`config.mk`:
```
export PLATFORM = sky130hd
export DESIGN_NAME = pll_clock_control
export DESIGN_NICKNAME = d
export VERILOG_FILES = /design/src/pll_ctrl_pkg.sv /design/src/output_divider.sv /design/src/pll_clock_control.sv
export SDC_FILE = /design/constraint.sdc
export NUM_CORES = 1
export LEC_CHECK = 0
export ABC_AREA = 1
export BUFFER_PORTS_ARGS = -buffer_cell sky130_fd_sc_hd__buf_2
export CAP_MARGIN = 20
export CORE_MARGIN = 4
export CORE_UTILIZATION = 58
export CTS_BUF_LIST = sky130_fd_sc_hd__clkbuf_16
export CTS_CLUSTER_DIAMETER = 120
export DETAILED_ROUTE_END_ITERATION = 12
export PLACE_DENSITY = 0.78
export SYNTH_ARGS = -nofsm -noshare
export SYNTH_HDL_FRONTEND = slang
export SYNTH_HIERARCHICAL = 1
export SYNTH_SLANG_ARGS = --single-unit
```
`constraint.sdc`:
```
create_clock -name ref_clk -period 4.6 [get_ports ref_clk]
set_input_delay 0 -clock ref_clk [delete_from_list [all_inputs] [get_ports ref_clk]]
set_output_delay 0 -clock ref_clk [all_outputs]
set_load 0.05 [all_outputs]
```
`src/pll_ctrl_pkg.sv`:
```
// shared constants, types and helpers for the clock-synthesis control block
// assumes a single 250 MHz ref_clk that oversamples every reference and the
// oscillator output
`default_nettype none
package pll_ctrl_pkg;

  // clock rate and timing
  localparam int CLK_PERIOD_PS = 4000;
  // nominal period of the slower reference, used to size the loss window
  localparam int REF_PERIOD_NS = 40;
  // two reference periods, rounded down to whole ref_clk cycles
  localparam int MISS_WINDOW_CYCLES = (2 * REF_PERIOD_NS * 1000) / CLK_PERIOD_PS;
  localparam int MISS_CNT_W = $clog2(MISS_WINDOW_CYCLES + 1);
  localparam logic [MISS_CNT_W-1:0] MISS_WINDOW =
    MISS_CNT_W'(MISS_WINDOW_CYCLES);

  // divider ranges and widths
  localparam int DIV_W = 10;
  localparam logic [DIV_W-1:0] DIV_MIN = 10'h001;
  localparam logic [DIV_W-1:0] DIV_MAX = 10'h200;
  localparam logic [DIV_W-1:0] DIV_MAX_UNEVEN = 10'h100;
  localparam logic [DIV_W-1:0] PHASE_MAX = 10'h100;
  localparam int NUM_OUT = 5;

  // lock qualification
  localparam logic [4:0] LOCK_PERIODS = 5'h10;

  // positions in the synchroniser vector
  localparam int SYN_PRI = 0;
  localparam int SYN_BKP = 1;
  localparam int SYN_OSC = 2;
  localparam int SYN_ARST = 3;
  localparam int SYN_PDE = 4;
  localparam int SYN_MAN = 5;
  localparam int SYN_W = 6;

  // reference selection values
  localparam logic SEL_PRIMARY = 1'b0;
  localparam logic SEL_BACKUP = 1'b1;

  typedef enum logic [1:0] {
    SW_IDLE = 2'b00,
    SW_GATE = 2'b01,
    SW_MOVE = 2'b11
  } switch_state_e;

  // clamp a divide setting into 1..limit; zero reads as one
  function automatic logic [DIV_W-1:0] limit_div(
    input logic [DIV_W-1:0] v,
    input logic [DIV_W-1:0] limit
  );
    if (v < DIV_MIN) begin
      return DIV_MIN;
    end else if (v > limit) begin
      return limit;
    end
    return v;
  endfunction : limit_div

endpackage : pll_ctrl_pkg
`default_nettype wire

```
`src/output_divider.sv`:
```
// one post-scale divider with high/low time counts
// assumes in_tick is a one-cycle pulse per rising edge of its source clock
`timescale 1ns/100ps
`default_nettype none
module output_divider
  import pll_ctrl_pkg::*;
(
  // clock and reset
  input wire logic ref_clk,
  input wire logic div_reset,
  // source clock events
  input wire logic in_tick,
  // duty-cycle setting
  input wire logic [DIV_W-1:0] high_count,
  input wire logic [DIV_W-1:0] low_count,
  // divided clock
  output logic out_level,
  output logic out_tick
);

  logic [DIV_W-1:0] cnt_reg;
  logic [DIV_W-1:0] hi_eff;
  logic [DIV_W-1:0] lo_eff;
  logic [DIV_W-1:0] ratio;

  // even split reaches 512, any other split stops at 256 in total
  always_comb begin
    hi_eff = limit_div(high_count, PHASE_MAX);
    lo_eff = limit_div(low_count, PHASE_MAX);
    if (hi_eff != lo_eff) begin
      hi_eff = limit_div(hi_eff, DIV_MAX_UNEVEN - DIV_MIN);
      lo_eff = limit_div(lo_eff, DIV_MAX_UNEVEN - hi_eff);
    end
    ratio = hi_eff + lo_eff;
  end

  // each phase counts its own number of source edges
  always_ff @(posedge ref_clk) begin
    if (div_reset) begin
      cnt_reg <= '0;
      out_level <= 1'b0;
      out_tick <= 1'b0;
    end else begin
      out_tick <= 1'b0;
      if (in_tick) begin
        if (out_level) begin
          if (cnt_reg + DIV_MIN >= hi_eff) begin
            cnt_reg <= '0;
            out_level <= 1'b0;
          end else begin
            cnt_reg <= cnt_reg + DIV_MIN;
          end
        end else if (cnt_reg + DIV_MIN >= lo_eff) begin
          cnt_reg <= '0;
          out_level <= 1'b1;
          out_tick <= 1'b1;
        end else begin
          cnt_reg <= cnt_reg + DIV_MIN;
        end
      end
    end
  end

  a_ratio_bounded: assert property (@(posedge ref_clk) disable iff (div_reset)
    ratio >= 10'h002 && ratio <= DIV_MAX)
    else $error("divider ratio out of range");

endmodule : output_divider
`default_nettype wire

```
`src/pll_clock_control.sv`:
```
// control logic of a clock-synthesis loop: dividers, phase detector gate,
// lock, loss detection and reference switchover
// assumes references, oscillator and control pins are asynchronous to
// ref_clk and much slower than it; cascade straps are stable at reset
`timescale 1ns/100ps
`default_nettype none
module pll_clock_control
  import pll_ctrl_pkg::*;
(
  // clock and reset
  input wire logic ref_clk,
  input wire logic rst,
  // reference and oscillator inputs
  input wire logic primary_ref_in,
  input wire logic backup_ref_in,
  input wire logic loop_oscillator,
  // loop control pins
  input wire logic async_pll_reset,
  input wire logic phase_detector_enable,
  input wire logic manual_switch_request,
  // divider configuration
  input wire logic [DIV_W-1:0] prescale_div,
  input wire logic [DIV_W-1:0] feedback_div,
  input wire logic [NUM_OUT-1:0][DIV_W-1:0] out_high_count,
  input wire logic [NUM_OUT-1:0][DIV_W-1:0] out_low_count,
  input wire logic [NUM_OUT-2:0] cascade_enable,
  // reference path and switchover status
  output logic gated_ref_clock,
  output logic ref_mux_select,
  output logic selected_ref_indicator,
  output logic primary_missing,
  output logic backup_missing,
  // loop status and correction
  output logic phase_up,
  output logic phase_down,
  output logic osc_nominal,
  output logic locked,
  // divided clocks
  output logic [NUM_OUT-1:0] global_clock_net,
  output logic ext_clk_out
);

  logic [SYN_W-1:0] sync_meta_reg;
  logic [SYN_W-1:0] sync_reg;
  logic [SYN_W-1:0] sync_prev_reg;
  logic [1:0] ref_edge;
  logic pri_fall;
  logic bkp_fall;
  logic osc_rise;
  logic man_rise;
  logic pll_rst;
  logic pde;
  logic div_rst;

  // every reference, oscillator and control pin passes two flops; only the second stage and its one-cycle delayed copy are looked at
  always_ff @(posedge ref_clk) begin
    if (rst) begin
      sync_meta_reg <= '0;
      sync_reg <= '0;
      sync_prev_reg <= '0;
    end else begin
      sync_meta_reg <= {manual_switch_request, phase_detector_enable,
        async_pll_reset, loop_oscillator, backup_ref_in, primary_ref_in};
      sync_reg <= sync_meta_reg;
      sync_prev_reg <= sync_reg;
    end
  end

  assign ref_edge = sync_reg[SYN_BKP:SYN_PRI] ^ sync_prev_reg[SYN_BKP:SYN_PRI];
  assign pri_fall = ~sync_reg[SYN_PRI] & sync_prev_reg[SYN_PRI];
  assign bkp_fall = ~sync_reg[SYN_BKP] & sync_prev_reg[SYN_BKP];
  assign osc_rise = sync_reg[SYN_OSC] & ~sync_prev_reg[SYN_OSC];
  assign man_rise = sync_reg[SYN_MAN] & ~sync_prev_reg[SYN_MAN];
  assign pll_rst = sync_reg[SYN_ARST];
  assign pde = sync_reg[SYN_PDE];
  assign div_rst = rst | pll_rst;

  // loss detection: no edge for two reference periods
  logic [MISS_CNT_W-1:0] miss_cnt_reg [2];
  logic [1:0] missing_reg;

  always_ff @(posedge ref_clk) begin
    if (rst) begin
      miss_cnt_reg[0] <= '0;
      miss_cnt_reg[1] <= '0;
      missing_reg <= '0;
    end else begin
      for (int i = 0; i < 2; i++) begin
        if (ref_edge[i]) begin
          miss_cnt_reg[i] <= '0;
          // first edge after a stall only restarts the window
          if (miss_cnt_reg[i] != MISS_WINDOW) begin
            missing_reg[i] <= 1'b0;
          end
        end else if (miss_cnt_reg[i] != MISS_WINDOW) begin
          miss_cnt_reg[i] <= miss_cnt_reg[i] + 1'b1;
        end else begin
          missing_reg[i] <= 1'b1;
        end
      end
    end
  end

  assign primary_missing = missing_reg[SEL_PRIMARY];
  assign backup_missing = missing_reg[SEL_BACKUP];

  // switchover machine
  switch_state_e state_reg;
  logic sel_reg;
  logic gate_open_reg;
  logic gated_reg;
  logic gated_prev_reg;
  logic osc_rise_reg;
  logic cur_missing;
  logic oth_missing;
  logic old_fall;
  logic new_fall;

  assign cur_missing = missing_reg[sel_reg];
  assign oth_missing = missing_reg[~sel_reg];
  assign old_fall = (sel_reg == SEL_BACKUP) ? bkp_fall : pri_fall;
  assign new_fall = (sel_reg == SEL_BACKUP) ? pri_fall : bkp_fall;

  always_ff @(posedge ref_clk) begin
    if (rst) begin
      state_reg <= SW_IDLE;
      sel_reg <= SEL_PRIMARY;
      gate_open_reg <= 1'b1;
    end else begin
      case (state_reg)
        SW_IDLE: begin
          // a request during a switch is dropped, not queued
          if (man_rise || (cur_missing && !oth_missing)) begin
            state_reg <= SW_GATE;
          end
        end
        SW_GATE: begin
          // a dead reference has no falling edge left to wait for
          if (old_fall || cur_missing) begin
            gate_open_reg <= 1'b0;
            state_reg <= SW_MOVE;
          end
        end
        SW_MOVE: begin
          if (new_fall && !oth_missing) begin
            sel_reg <= ~sel_reg;
            gate_open_reg <= 1'b1;
            state_reg <= SW_IDLE;
          end
        end
        default: begin
          state_reg <= SW_IDLE;
        end
      endcase
    end
  end

  always_ff @(posedge ref_clk) begin
    if (rst) begin
      gated_reg <= 1'b0;
      gated_prev_reg <= 1'b0;
      osc_rise_reg <= 1'b0;
    end else begin
      gated_reg <= gate_open_reg & sync_reg[sel_reg];
      gated_prev_reg <= gated_reg;
      // feedback edge takes the same extra stage as the gated reference,
      // else an in-phase oscillator would always read as one cycle early
      osc_rise_reg <= osc_rise;
    end
  end

  assign gated_ref_clock = gated_reg;
  assign ref_mux_select = sel_reg;
  assign selected_ref_indicator = sel_reg;

  // pre-scale and feedback dividers, frequency only
  logic [DIV_W-1:0] pre_cnt_reg;
  logic [DIV_W-1:0] fb_cnt_reg;
  logic ref_tick_reg;
  logic fb_tick_reg;

  always_ff @(posedge ref_clk) begin
    if (div_rst) begin
      pre_cnt_reg <= '0;
      ref_tick_reg <= 1'b0;
    end else begin
      ref_tick_reg <= 1'b0;
      if (gated_reg && !gated_prev_reg) begin
        // plain modulo count, no duty control
        if (pre_cnt_reg + DIV_MIN >= limit_div(prescale_div, DIV_MAX)) begin
          pre_cnt_reg <= '0;
          ref_tick_reg <= 1'b1;
        end else begin
          pre_cnt_reg <= pre_cnt_reg + DIV_MIN;
        end
      end
    end
  end

  always_ff @(posedge ref_clk) begin
    if (div_rst) begin
      fb_cnt_reg <= '0;
      fb_tick_reg <= 1'b0;
    end else begin
      fb_tick_reg <= 1'b0;
      if (osc_rise_reg) begin
        if (fb_cnt_reg + DIV_MIN >= limit_div(feedback_div, DIV_MAX)) begin
          fb_cnt_reg <= '0;
          fb_tick_reg <= 1'b1;
        end else begin
          fb_cnt_reg <= fb_cnt_reg + DIV_MIN;
        end
      end
    end
  end

  // phase detector: the earlier tick opens a correction until the other
  logic up_reg;
  logic down_reg;

  always_ff @(posedge ref_clk) begin
    if (div_rst) begin
      up_reg <= 1'b0;
      down_reg <= 1'b0;
    end else if (ref_tick_reg && !fb_tick_reg) begin
      if (down_reg) begin
        down_reg <= 1'b0;
      end else begin
        up_reg <= 1'b1;
      end
    end else if (fb_tick_reg && !ref_tick_reg) begin
      if (up_reg) begin
        up_reg <= 1'b0;
      end else begin
        down_reg <= 1'b1;
      end
    end
  end

  // the gate only hides corrections; the oscillator keeps its last control
  always_ff @(posedge ref_clk) begin
    if (div_rst) begin
      phase_up <= 1'b0;
      phase_down <= 1'b0;
      osc_nominal <= 1'b1;
    end else begin
      phase_up <= up_reg & pde;
      phase_down <= down_reg & pde;
      osc_nominal <= 1'b0;
    end
  end

  // lock: a run of reference periods each holding exactly one feedback tick
  logic [1:0] pend_reg;
  logic [4:0] lock_cnt_reg;
  logic one_fb;

  assign one_fb = (pend_reg == 2'h1 && !fb_tick_reg) ||
    (pend_reg == 2'h0 && fb_tick_reg);

  always_ff @(posedge ref_clk) begin
    if (div_rst) begin
      pend_reg <= '0;
      lock_cnt_reg <= '0;
      locked <= 1'b0;
    end else begin
      if (ref_tick_reg) begin
        pend_reg <= '0;
        if (!one_fb || up_reg || down_reg) begin
          lock_cnt_reg <= '0;
        end else if (lock_cnt_reg != LOCK_PERIODS) begin
          lock_cnt_reg <= lock_cnt_reg + 1'b1;
        end
      end else if (fb_tick_reg && pend_reg != 2'h3) begin
        pend_reg <= pend_reg + 1'b1;
      end
      locked <= (lock_cnt_reg == LOCK_PERIODS);
    end
  end

  // cascade straps are taken once after reset and then frozen
  logic [NUM_OUT-2:0] cascade_reg;
  logic cfg_loaded_reg;

  always_ff @(posedge ref_clk) begin
    if (rst) begin
      cascade_reg <= '0;
      cfg_loaded_reg <= 1'b0;
    end else if (!cfg_loaded_reg) begin
      cascade_reg <= cascade_enable;
      cfg_loaded_reg <= 1'b1;
    end
  end

  // post-scale dividers
  logic [NUM_OUT-1:0] div_level;
  logic [NUM_OUT-1:0] div_tick;

  for (genvar g = 0; g < NUM_OUT; g++) begin : gen_div
    logic src_tick;
    if (g == 0) begin : gen_first
      assign src_tick = osc_rise;
    end else begin : gen_chain
      // cascaded stages multiply their ratios
      assign src_tick = cascade_reg[g-1] ? div_tick[g-1] : osc_rise;
    end
    output_divider u_div (
      .ref_clk(ref_clk),
      .div_reset(div_rst),
      .in_tick(src_tick),
      .high_count(out_high_count[g]),
      .low_count(out_low_count[g]),
      .out_level(div_level[g]),
      .out_tick(div_tick[g])
    );
  end

  assign global_clock_net = div_level;
  assign ext_clk_out = div_level[0];

  a_missing_sets: assert property (@(posedge ref_clk) disable iff (rst)
    (miss_cnt_reg[0] == MISS_WINDOW && !ref_edge[0]) |=> primary_missing)
    else $error("primary loss not flagged");

  a_mux_on_fall: assert property (@(posedge ref_clk) disable iff (rst)
    $changed(sel_reg) |-> $past(new_fall) && !$past(oth_missing))
    else $error("mux moved off a new-reference falling edge");

  a_gate_before_move: assert property (@(posedge ref_clk) disable iff (rst)
    $changed(sel_reg) |-> $past(state_reg) == SW_MOVE && !$past(gate_open_reg))
    else $error("mux moved while reference gate open");

  a_auto_switch_start: assert property (@(posedge ref_clk) disable iff (rst)
    (state_reg == SW_IDLE && cur_missing && !oth_missing) |=>
      state_reg == SW_GATE)
    else $error("automatic switchover did not start");

  a_reset_clears_out: assert property (@(posedge ref_clk) disable iff (rst)
    pll_rst |=> !locked && global_clock_net == '0 && osc_nominal)
    else $error("loop reset did not clear outputs and lock");

  a_pd_gate_off: assert property (@(posedge ref_clk) disable iff (rst)
    !pde |=> !phase_up && !phase_down)
    else $error("correction pulse while detector disabled");

  a_cascade_frozen: assert property (@(posedge ref_clk) disable iff (rst)
    cfg_loaded_reg |=> $stable(cascade_reg))
    else $error("cascade setting changed at run time");

  a_lock_qualified: assert property (@(posedge ref_clk) disable iff (rst)
    $rose(locked) |-> $past(lock_cnt_reg) == LOCK_PERIODS)
    else $error("lock raised without a full run");

  a_manual_no_back: assert property (@(posedge ref_clk) disable iff (rst)
    (state_reg == SW_IDLE && !man_rise && !cur_missing) |=> $stable(sel_reg))
    else $error("selection changed without a request");

endmodule : pll_clock_control
`default_nettype wire

```
## Word level (Yosys, flattened, before mapping)

Memories as Yosys holds them, arrays and structs flattened.
Cells that the tools add are included.

- Bits in registers: 126
- Latch bits: 0
- Memory bits (writable): 10
- Memory bits (read-only): 0
- Bits of input ports: 132
- Word-level logic and storage cells: 429
- Memories: 1

- Add/subtract/negate cells: 16
- Multiply operators: 0
- Divide/modulo/power cells: 0
- Magnitude comparators: 59
- Eq/ne operators: 21
- Shift operators: 0
- Mux-type cells: 229
- Bitwise operators: 25
- Reductions and logical operators: 39

Memory list:

| memory | words | bits a word | rd ports | clocked after Yosys merged registers in | wr ports | line | text |
|---|---|---|---|---|---|---|---|
| miss_cnt_reg | 2 | 5 | 2 | 0 | 2 | pll_clock_control.sv:79 | `logic [MISS_CNT_W-1:0] miss_cnt_reg [2];` |

Operators with widths:

| operator | count |
|---|---|
| 10-bit two-way mux | 102 |
| 10-bit by 1-bit < comparator with 1-bit output (second input constant) | 22 |
| 10-bit greater-or-equal comparator | 12 |
| 1-bit two-way mux | 116 |
| 10-bit by 9-bit > comparator with 1-bit output (second input constant) | 10 |
| 10-bit by 1-bit adder with 10-bit output (second input constant) | 7 |
| 10-bit > comparator | 5 |
| 10-bit by 8-bit > comparator with 1-bit output (second input constant) | 5 |
| 10-bit != test | 5 |
| 9-bit by 10-bit subtractor with 10-bit output (first input constant) | 5 |
| 5-bit two-way mux | 6 |
| 10-bit > comparator (second input constant) | 2 |
| 5-bit by 1-bit adder with 5-bit output (second input constant) | 3 |
| 5-bit != test (second input constant) | 3 |
| 2-bit != test (second input constant) | 7 |
| 1-bit NOT | 12 |
| 2-bit AND reduction | 6 |
| 3-bit OR reduction | 4 |
| 1-bit logical AND | 8 |
| 2-bit OR reduction | 4 |
| 1-bit bitwise AND | 7 |
| 2-bit two-way mux | 3 |
| 2-bit case mux with 3 select lines | 1 |
| 3-bit AND reduction | 2 |
| other kinds (14) | 32 |

## Logic depth before layout (Yosys ltp)

Gate-level depths: netlist of the first run.

- Depth in word-level cells: 20
- Gate-level depth with buffers: 34

## Modules after synthesis

The synthesis of the first run kept the hierarchy.

Modules (own cells, without submodules):

| module | instances | cells each | area an instance (um^2) | seq. area each (um^2) |
|---|---|---|---|---|
| output_divider (gen_div[1].u_div ...) | 3 | 373 | 2212.1 | 240.2 |
| pll_clock_control | 1 | 562 | 4113.9 | 1601.5 |
| output_divider (gen_div[4].u_div) | 1 | 400 | 2373.5 | 240.2 |
| output_divider (gen_div[0].u_div) | 1 | 374 | 2235.9 | 240.2 |

## Worst setup path before layout of the first run

Ideal clock, no wire load.

- Path type: input to register
- Start: in out_high_count[48] (netlist name)
- End: reg gen_div[4].u_div.cnt_reg[7]
- Library setup time: 0.132 ns
- Arrival time: 3.713 ns
- Required time: 4.468 ns
- Setup slack: 0.755 ns
- Stages: 30
- Buffers on the path: 2
- Path through: nor2_4 > inv_1 > buf_1 > nor2_1 > ha_1 > inv_1 > nor2_1 > nand3_1 > nor2_1 > nand2_1 > ha_1 > nand2_1 > nor2_1 > a21boi_0 > nor2_1 > nor2_1 > clkbuf_1 > nand3_1 > nand2_1 > nand2_1 > nand2_1 > inv_1 > ha_1 > nand2_1 > nor2_1 > o211ai_1 > nand4_1 > nand2_1 > nand4_1 > a21oi_1

- Word-level cells in the longest chain between the ends: 20
- Elaborated cells between the ends (all ways): 30
- Classes of those cells: add/sub: 1; order compare: 7; eq/ne: 1; mux: 21

RTL lines:

| what | line | text |
|---|---|---|
| start: declaration | pll_clock_control.sv:24 | `input wire logic [NUM_OUT-1:0][DIV_W-1:0] out_high_count,` |
| 10-bit by 9-bit > comparator with 1-bit output | pll_ctrl_pkg.sv:54 | `end else if (v > limit) begin` |
| 1-bit two-way mux | pll_ctrl_pkg.sv:54 |  |
| 1-bit two-way mux | pll_ctrl_pkg.sv:52 | `if (v < DIV_MIN) begin` |
| 10-bit two-way mux (*) | pll_ctrl_pkg.sv:57 | `return v;` |
| 10-bit by 8-bit > comparator with 1-bit output | pll_ctrl_pkg.sv:54 |  |
| 1-bit two-way mux | pll_ctrl_pkg.sv:54 |  |
| 1-bit two-way mux | pll_ctrl_pkg.sv:52 |  |
| 1-bit two-way mux | output_divider.sv:30 | `if (hi_eff != lo_eff) begin` |
| [4 not listed] | - |  |
| 1-bit two-way mux | pll_ctrl_pkg.sv:54 |  |
| 1-bit two-way mux | pll_ctrl_pkg.sv:52 |  |
| 1-bit two-way mux | output_divider.sv:30 |  |
| 10-bit two-way mux | pll_ctrl_pkg.sv:57 |  |
| 10-bit two-way mux | output_divider.sv:30 |  |
| 10-bit greater-or-equal comparator | output_divider.sv:53 | `end else if (cnt_reg + DIV_MIN >= lo_eff) begin` |
| 10-bit two-way mux | output_divider.sv:53 |  |
| 10-bit two-way mux (*) | output_divider.sv:46 | `if (out_level) begin` |
| end signal: assignment | output_divider.sv:51 | `cnt_reg <= cnt_reg + DIV_MIN;` |
| end signal: assignment | output_divider.sv:58 | `cnt_reg <= cnt_reg + DIV_MIN;` |
| end: declaration | output_divider.sv:21 | `logic [DIV_W-1:0] cnt_reg;` |

Mark *: on every way between the ends. The rest lies on a longest branch, timed or not. The select of a mux whose other input is x is not followed.
A chain may end at the register's enable or synchronous reset.

## Worst setup path after layout of the first run

- Start: in out_high_count[46] (netlist name)
- End: reg gen_div[4].u_div.cnt_reg[4]

Same word-level chain as after synthesis.

==> results.ini, run 1 <==
[cts]
path_clk_slew_ns=0.06
cts_tree=yes
clock-root-buffer=clkbuf_16
clockBufferDepth=2
htree_num_levels=4
cts_sinks=134
worst_skew_pair.late_latency_ns=0.41
numCtsBuffers=17
post-cts-setup-buffers=0

[sta]
slew_headroom_pct=36.74
finalCriticalPeriod_ns=4.045
setup_violations=0
tightestPinTransition_ns=0.9455
slew_violations=0
timing.fmax_mhz=247.2
hold_viol=0
finalCritPeriodShare_pct=87.93
fin_setup_tns_ns=0
rsz0062_at_grt=no
fin_skew_ns=0.01014

[detailed_routing]
drt_iter0_drc=1101
via_per_inst=5.397
route.detailed.drc=0
wl_per_cell_um=12.83
wl_mm=38.04
dr.pass1.iters=5
final_antenna_net_count=0
vias=16008

[setup_path]
cpMostUsedCell=nor2_1
r2r_slack_ns=1.43
regToRegStartpoint=gen_div[0].u_div/cnt_reg[0]$_SDFFE_PP0P_
critPathRequiredTime_ns=4.93
cp_slowest_stage_delay_ns=0.28
startpoint_type=primary input
path_class=in2reg
startpoint=out_high_count[46]
setup.worst_path.end=gen_div[4].u_div/cnt_reg[4]$_SDFFE_PP0P_
rr_worst_depth=15
crit_arrival_ns=4.37
rr_endpoint=gen_div[0].u_div/cnt_reg[7]$_SDFFE_PP0P_
critPathSlowestCell=ha_1
cp-end-kind=flip-flop
cp_max_fo=11

[grt]
overflow=0
grt_max_degree=45
grt_util_all_layers_pct=25.73
grt_antenna_before_repair=0
grt_pass1_vias=14917
grt_pass1_wl_mm=65.16

[finish]
num_antenna_cells=0
areaGrowthSynthToFinish_pct=11.96
final_common_cell=nand2_1
instances_no_fill=2966
layout_common_cells=573 x nand2_1, 376 x inv_1, 282 x nor2_1
largest_reg_flops=50
drive_gt1_share_pct=11.71
layout.nets=2945

[hold_path]
hold_depth=4
hold_path.class=in2reg
hp-start=loop_oscillator

[placement]
port_buffers=146
dp_cells=2919
gp_congestion=0.9896
hpwl_mm=30.86

[synth]
ys_warn_count=6
syn_avg_cell_area_sq_um=6.252
synthCells=2452
syn_area_sq_um=15330

[floorplan]
fp.dieW_um=170.6
core_area_sq_um=26060
die_y_um=170.6
start_util_pct=58.83
placementRows=59
die_area_sq_um=29100
io_pins=147

[power]
comb_power_share_pct=28.7
ir_drop_mv=0.2250
p_per_area_nw_per_um2=209.3
p_seq_share_pct=34.7
internal-power_w=0.002327
p_sw_share_pct=35.21
pwr-share-clk_pct=36.6
p_sw_w=0.001265
leakagePower_nw=8.938

[run_status]
status=finished, final reports clean

[run]
drv_cap=0

critical path, delay by kind of cell:
kind,cells,cell delay [ns]
and+or+nand+nor,22,2.62
buffers and inverters,4,0.40
adders and majority gates,3,0.74
AOI/OAI and AO/OA,4,0.58
area by class of cell:
class | instances | area (sq um)
multi-input cells | 1889 | 10860
repair buffers | 181 | 1031
inverters | 395 | 1486
flip-flops and latches | 134 | 2783
clock inverters | 14 | 130.1
clock buffers | 18 | 450.4
well taps | 335 | 419.2
fillers | 2443 | 8896
metal layers:
layer	part of all wire, %	vias up	track usage (%)
met3	4.2	43	2.195
met4	1.3	0	6.146
met5	0	-	0
li1	-	8354	-
met2	48	373	45.56
met1	47	7238	34.04
power groups by stage:
| stage | Combinational (W) | Clock [W] | Sequential, W |
|---|---|---|---|
| 2_1_floorplan | 0.000734 | 0 | 0.00127 |
| 3_3_place_gp | 0.000974 | 0 | 0.00127 |
| 3_5_place_dp | 0.00100 | 0 | 0.00127 |
| 4_1_cts | 0.00102 | 0.00134 | 0.00125 |
| 5_1_grt | 0.00119 | 0.00139 | 0.00125 |
| 6_report | 0.00103 | 0.00132 | 0.00125 |
worst min path at each step:
stage	end	slack [ns]
CTS	sync_meta_reg[2]$_SDFF_PP0_	0.35
floorplan	state_reg[1]$_SDFFE_PP0P_	0.07
global route	sync_meta_reg[2]$_SDFF_PP0_	0.42
detailed placement	sync_meta_reg[4]$_SDFF_PP0_	0.21
global placement	sync_meta_reg[4]$_SDFF_PP0_	0.20
finish	sync_meta_reg[2]$_SDFF_PP0_	0.37
stage by stage:
| stage | hold WS [ns] | total power [W] | area, sq um | worst slack (ns) | util [%] |
|---|---|---|---|---|---|
| floorplan | 0.06907 | 0.002006 | 15370 | 0.7806 | - |
| global placement | 0.1977 | 0.002244 | 16410 | 0.2236 | 62.98 |
| detailed placement | 0.2122 | 0.002275 | 16410 | 0.1266 | 62.98 |
| CTS | 0.3484 | 0.003610 | 17140 | 0.5248 | 65.78 |
| global route | 0.4150 | 0.003826 | 17160 | 0.005723 | 65.86 |
| finish | 0.3675 | 0.003591 | 17160 | 0.5553 | 65.86 |
timing repair:
item                       CTS  global route
hold endpoints to repair    19             0
resized for setup            0             5
hold buffers                15             0
setup endpoints to repair    0            30
Power figures use the tool's default switching activity.
==> run 2, diff against run 1 <==
clock period = 4.8 ns   (was 4.6 ns; I/O delays follow)
==> run 2 against run 1 <==
Against the previous run: count of clock-buffer cells in the layout decreased by 1; utilization is 0.13 points higher; die area is the same; critical path type unchanged; global-route usage up 0.49 points; sequential power fell by 5%.
==> results.ini, run 2 (synthesis gave the netlist of run 1 again) <==
[run_status]
status=finished, final reports clean

[detailed_routing]
final_antenna_net_count=0
drt_iter0_drc=1173
wl_met2_mm=18.13
wl_mm=38.22
wl_met1_mm=17.62
wl_per_cell_um=12.89
route.detailed.drc=0
dr.pass1.iters=6
dr_wl_met3_mm=1.823
vias=16040
top_layer=met4
via_per_inst=5.410

[power]
p_per_area_nw_per_um2=206.5
p_seq_share_pct=33.6
comb_power_share_pct=27.8
p_sw_share_pct=34.82
ir_drop_mv=0.1706
p_sw_w=0.001237
pwr-share-clk_pct=38.6
leakagePower_nw=8.959
internal-power_w=0.002314

[sta]
rsz0062_at_grt=no
fin_skew_ns=0.009776
setup_violations=0
slew_violations=0
hold_viol=0
slew_headroom_pct=40.80
layout_setup_ws_ns=0.5654
tightestPinTransition_ns=0.8847
finalCriticalPeriod_ns=4.235
finalCritPeriodShare_pct=88.22
timing.fmax_mhz=236.1
fin_setup_tns_ns=0

[placement]
gp_congestion=0.9939
dp_cells=2916
hpwl_mm=30.86
port_buffers=146
place_worst_setup_slack_ns=0.2856

[setup_path]
critPathRequiredTime_ns=5.14
cp_max_fo=10
startpoint=out_high_count[27]
cp_slowest_stage_delay_ns=0.32
critPathSlowestCell=nand2_1
cp_num_buf_inv=3
regToRegStartpoint=gen_div[1].u_div/cnt_reg[0]$_SDFFE_PP0P_
cp-end-kind=flip-flop
path_class=in2reg
crit_arrival_ns=4.58
crit_family=simple AND/OR/NAND/NOR gates
startpoint_type=primary input
cpMostUsedCell=nand2_1

[floorplan]
io_pins=147
placementRows=59
die_y_um=170.6
start_util_pct=58.83
die_area_sq_um=29100
fp.dieW_um=170.6
core_area_sq_um=26060

[cts]
worst_skew_pair.late_latency_ns=0.42
htree_num_levels=4
clock-root-buffer=clkbuf_16
clockBufferDepth=2
path_clk_slew_ns=0.07
cts_tree=yes
numCtsBuffers=17
cts_sinks=134
post-cts-setup-buffers=0

[finish]
final_core_util_pct=66.00
drive_gt1_share_pct=11.52
layout.nets=2944
areaGrowthSynthToFinish_pct=12.19
fill_cells=2375
instances_no_fill=2965
layout_common_cells=575 x nand2_1, 376 x inv_1, 282 x nor2_1
largest_reg_flops=50
num_antenna_cells=0
final_common_cell=nand2_1

[hold_path]
hp-start=cascade_enable[0]
hold_path.class=in2reg

[grt]
grt_pass1_wl_mm=66.25
overflow=0
grt_max_degree=44
grt_antenna_before_repair=0
grt_pass1_vias=15407
grt_util_all_layers_pct=26.23

[run]
drv_cap=0

run 2: cell types whose count changed in the layout (fill, tap and decap cells not counted), moves of 2 or more:
| cell | delta |
|---|---|
| nand2_1 | +2 |
| clkinv_8 | +3 |
| bufinv_16 | +2 |
| inv_8 | +2 |
| buf_4 | -3 |
| inv_6 | -4 |
| dlygate4sd3_1 | +2 |
run 2: path summary, 6_finish.rpt:
| path | to | slack, ns | cells after the start |
|---|---|---|---|
| worst min-delay path | cascade_reg[0]$_SDFFE_PP0N_ | 0.39 | 4 |
| worst max-delay path | gen_div[2].u_div/cnt_reg[5]$_SDFFE_PP0P_ | 0.57 | 31 |
| worst min register to register | sync_reg[3]$_SDFF_PP0_ | 0.40 | 2 |
| worst max register to register | gen_div[1].u_div/cnt_reg[4]$_SDFFE_PP0P_ | 1.61 | 13 |
run 2: area by class of cell:
cell class	instances	area (sq um)	area share [%]
multi-input cells	1889	10850	63.06
inverters	395	1483	8.621
repair buffers	180	1028	5.980
well taps	335	419.2	2.437
clock buffers	17	425.4	2.474
clock inverters	15	214.0	1.244
flip-flops and latches	134	2783	16.18
run 2: worst reg2reg max path: stages (launching register included):
cell      delay (ns)
dfxtp_1         0.42
inv_1           0.11
nor4_1          0.55
nand2_1         0.14
xor2_1          0.17
inv_1           0.12
ha_1            0.32
a21oi_1         0.18
nor2_1          0.06
a211oi_1        0.21
nand4_1         0.17
nand2_1         0.32
nand4_1         0.17
a21oi_1         0.17
run 2: per-layer routing:
layer / up-vias / GRT usage (%)
met5: - / 0
met4: 0 / 6.875
met3: 58 / 2.657
met2: 424 / 46.51
met1: 7206 / 34.13
li1: 8352 / -
run 2: power groups by stage:
stage	clock (W)	combinational, W	sequential [W]
floorplan	0	0.000703	0.00122
global placement	0	0.000935	0.00122
detailed placement	0	0.000963	0.00122
CTS	0.00139	0.000978	0.00119
global route	0.00144	0.00114	0.00120
finish	0.00137	0.000986	0.00119
run 2: timing repair:
action | CTS | global route
setup endpoints to repair | 0 | 0
hold buffers | 17 | 0
hold endpoints to repair | 21 | 0
gates resized for setup | 0 | 0
run 2: through the flow:
stage / power [W] / instance area (sq um) / hold slack [ns]
2_1_floorplan: 0.001922 / 15370 / 0.06907
3_3_place_gp: 0.002152 / 16390 / 0.1981
3_5_place_dp: 0.002181 / 16390 / 0.2093
4_1_cts: 0.003564 / 17200 / 0.3983
5_1_grt: 0.003780 / 17200 / 0.4163
6_report: 0.003551 / 17200 / 0.3905
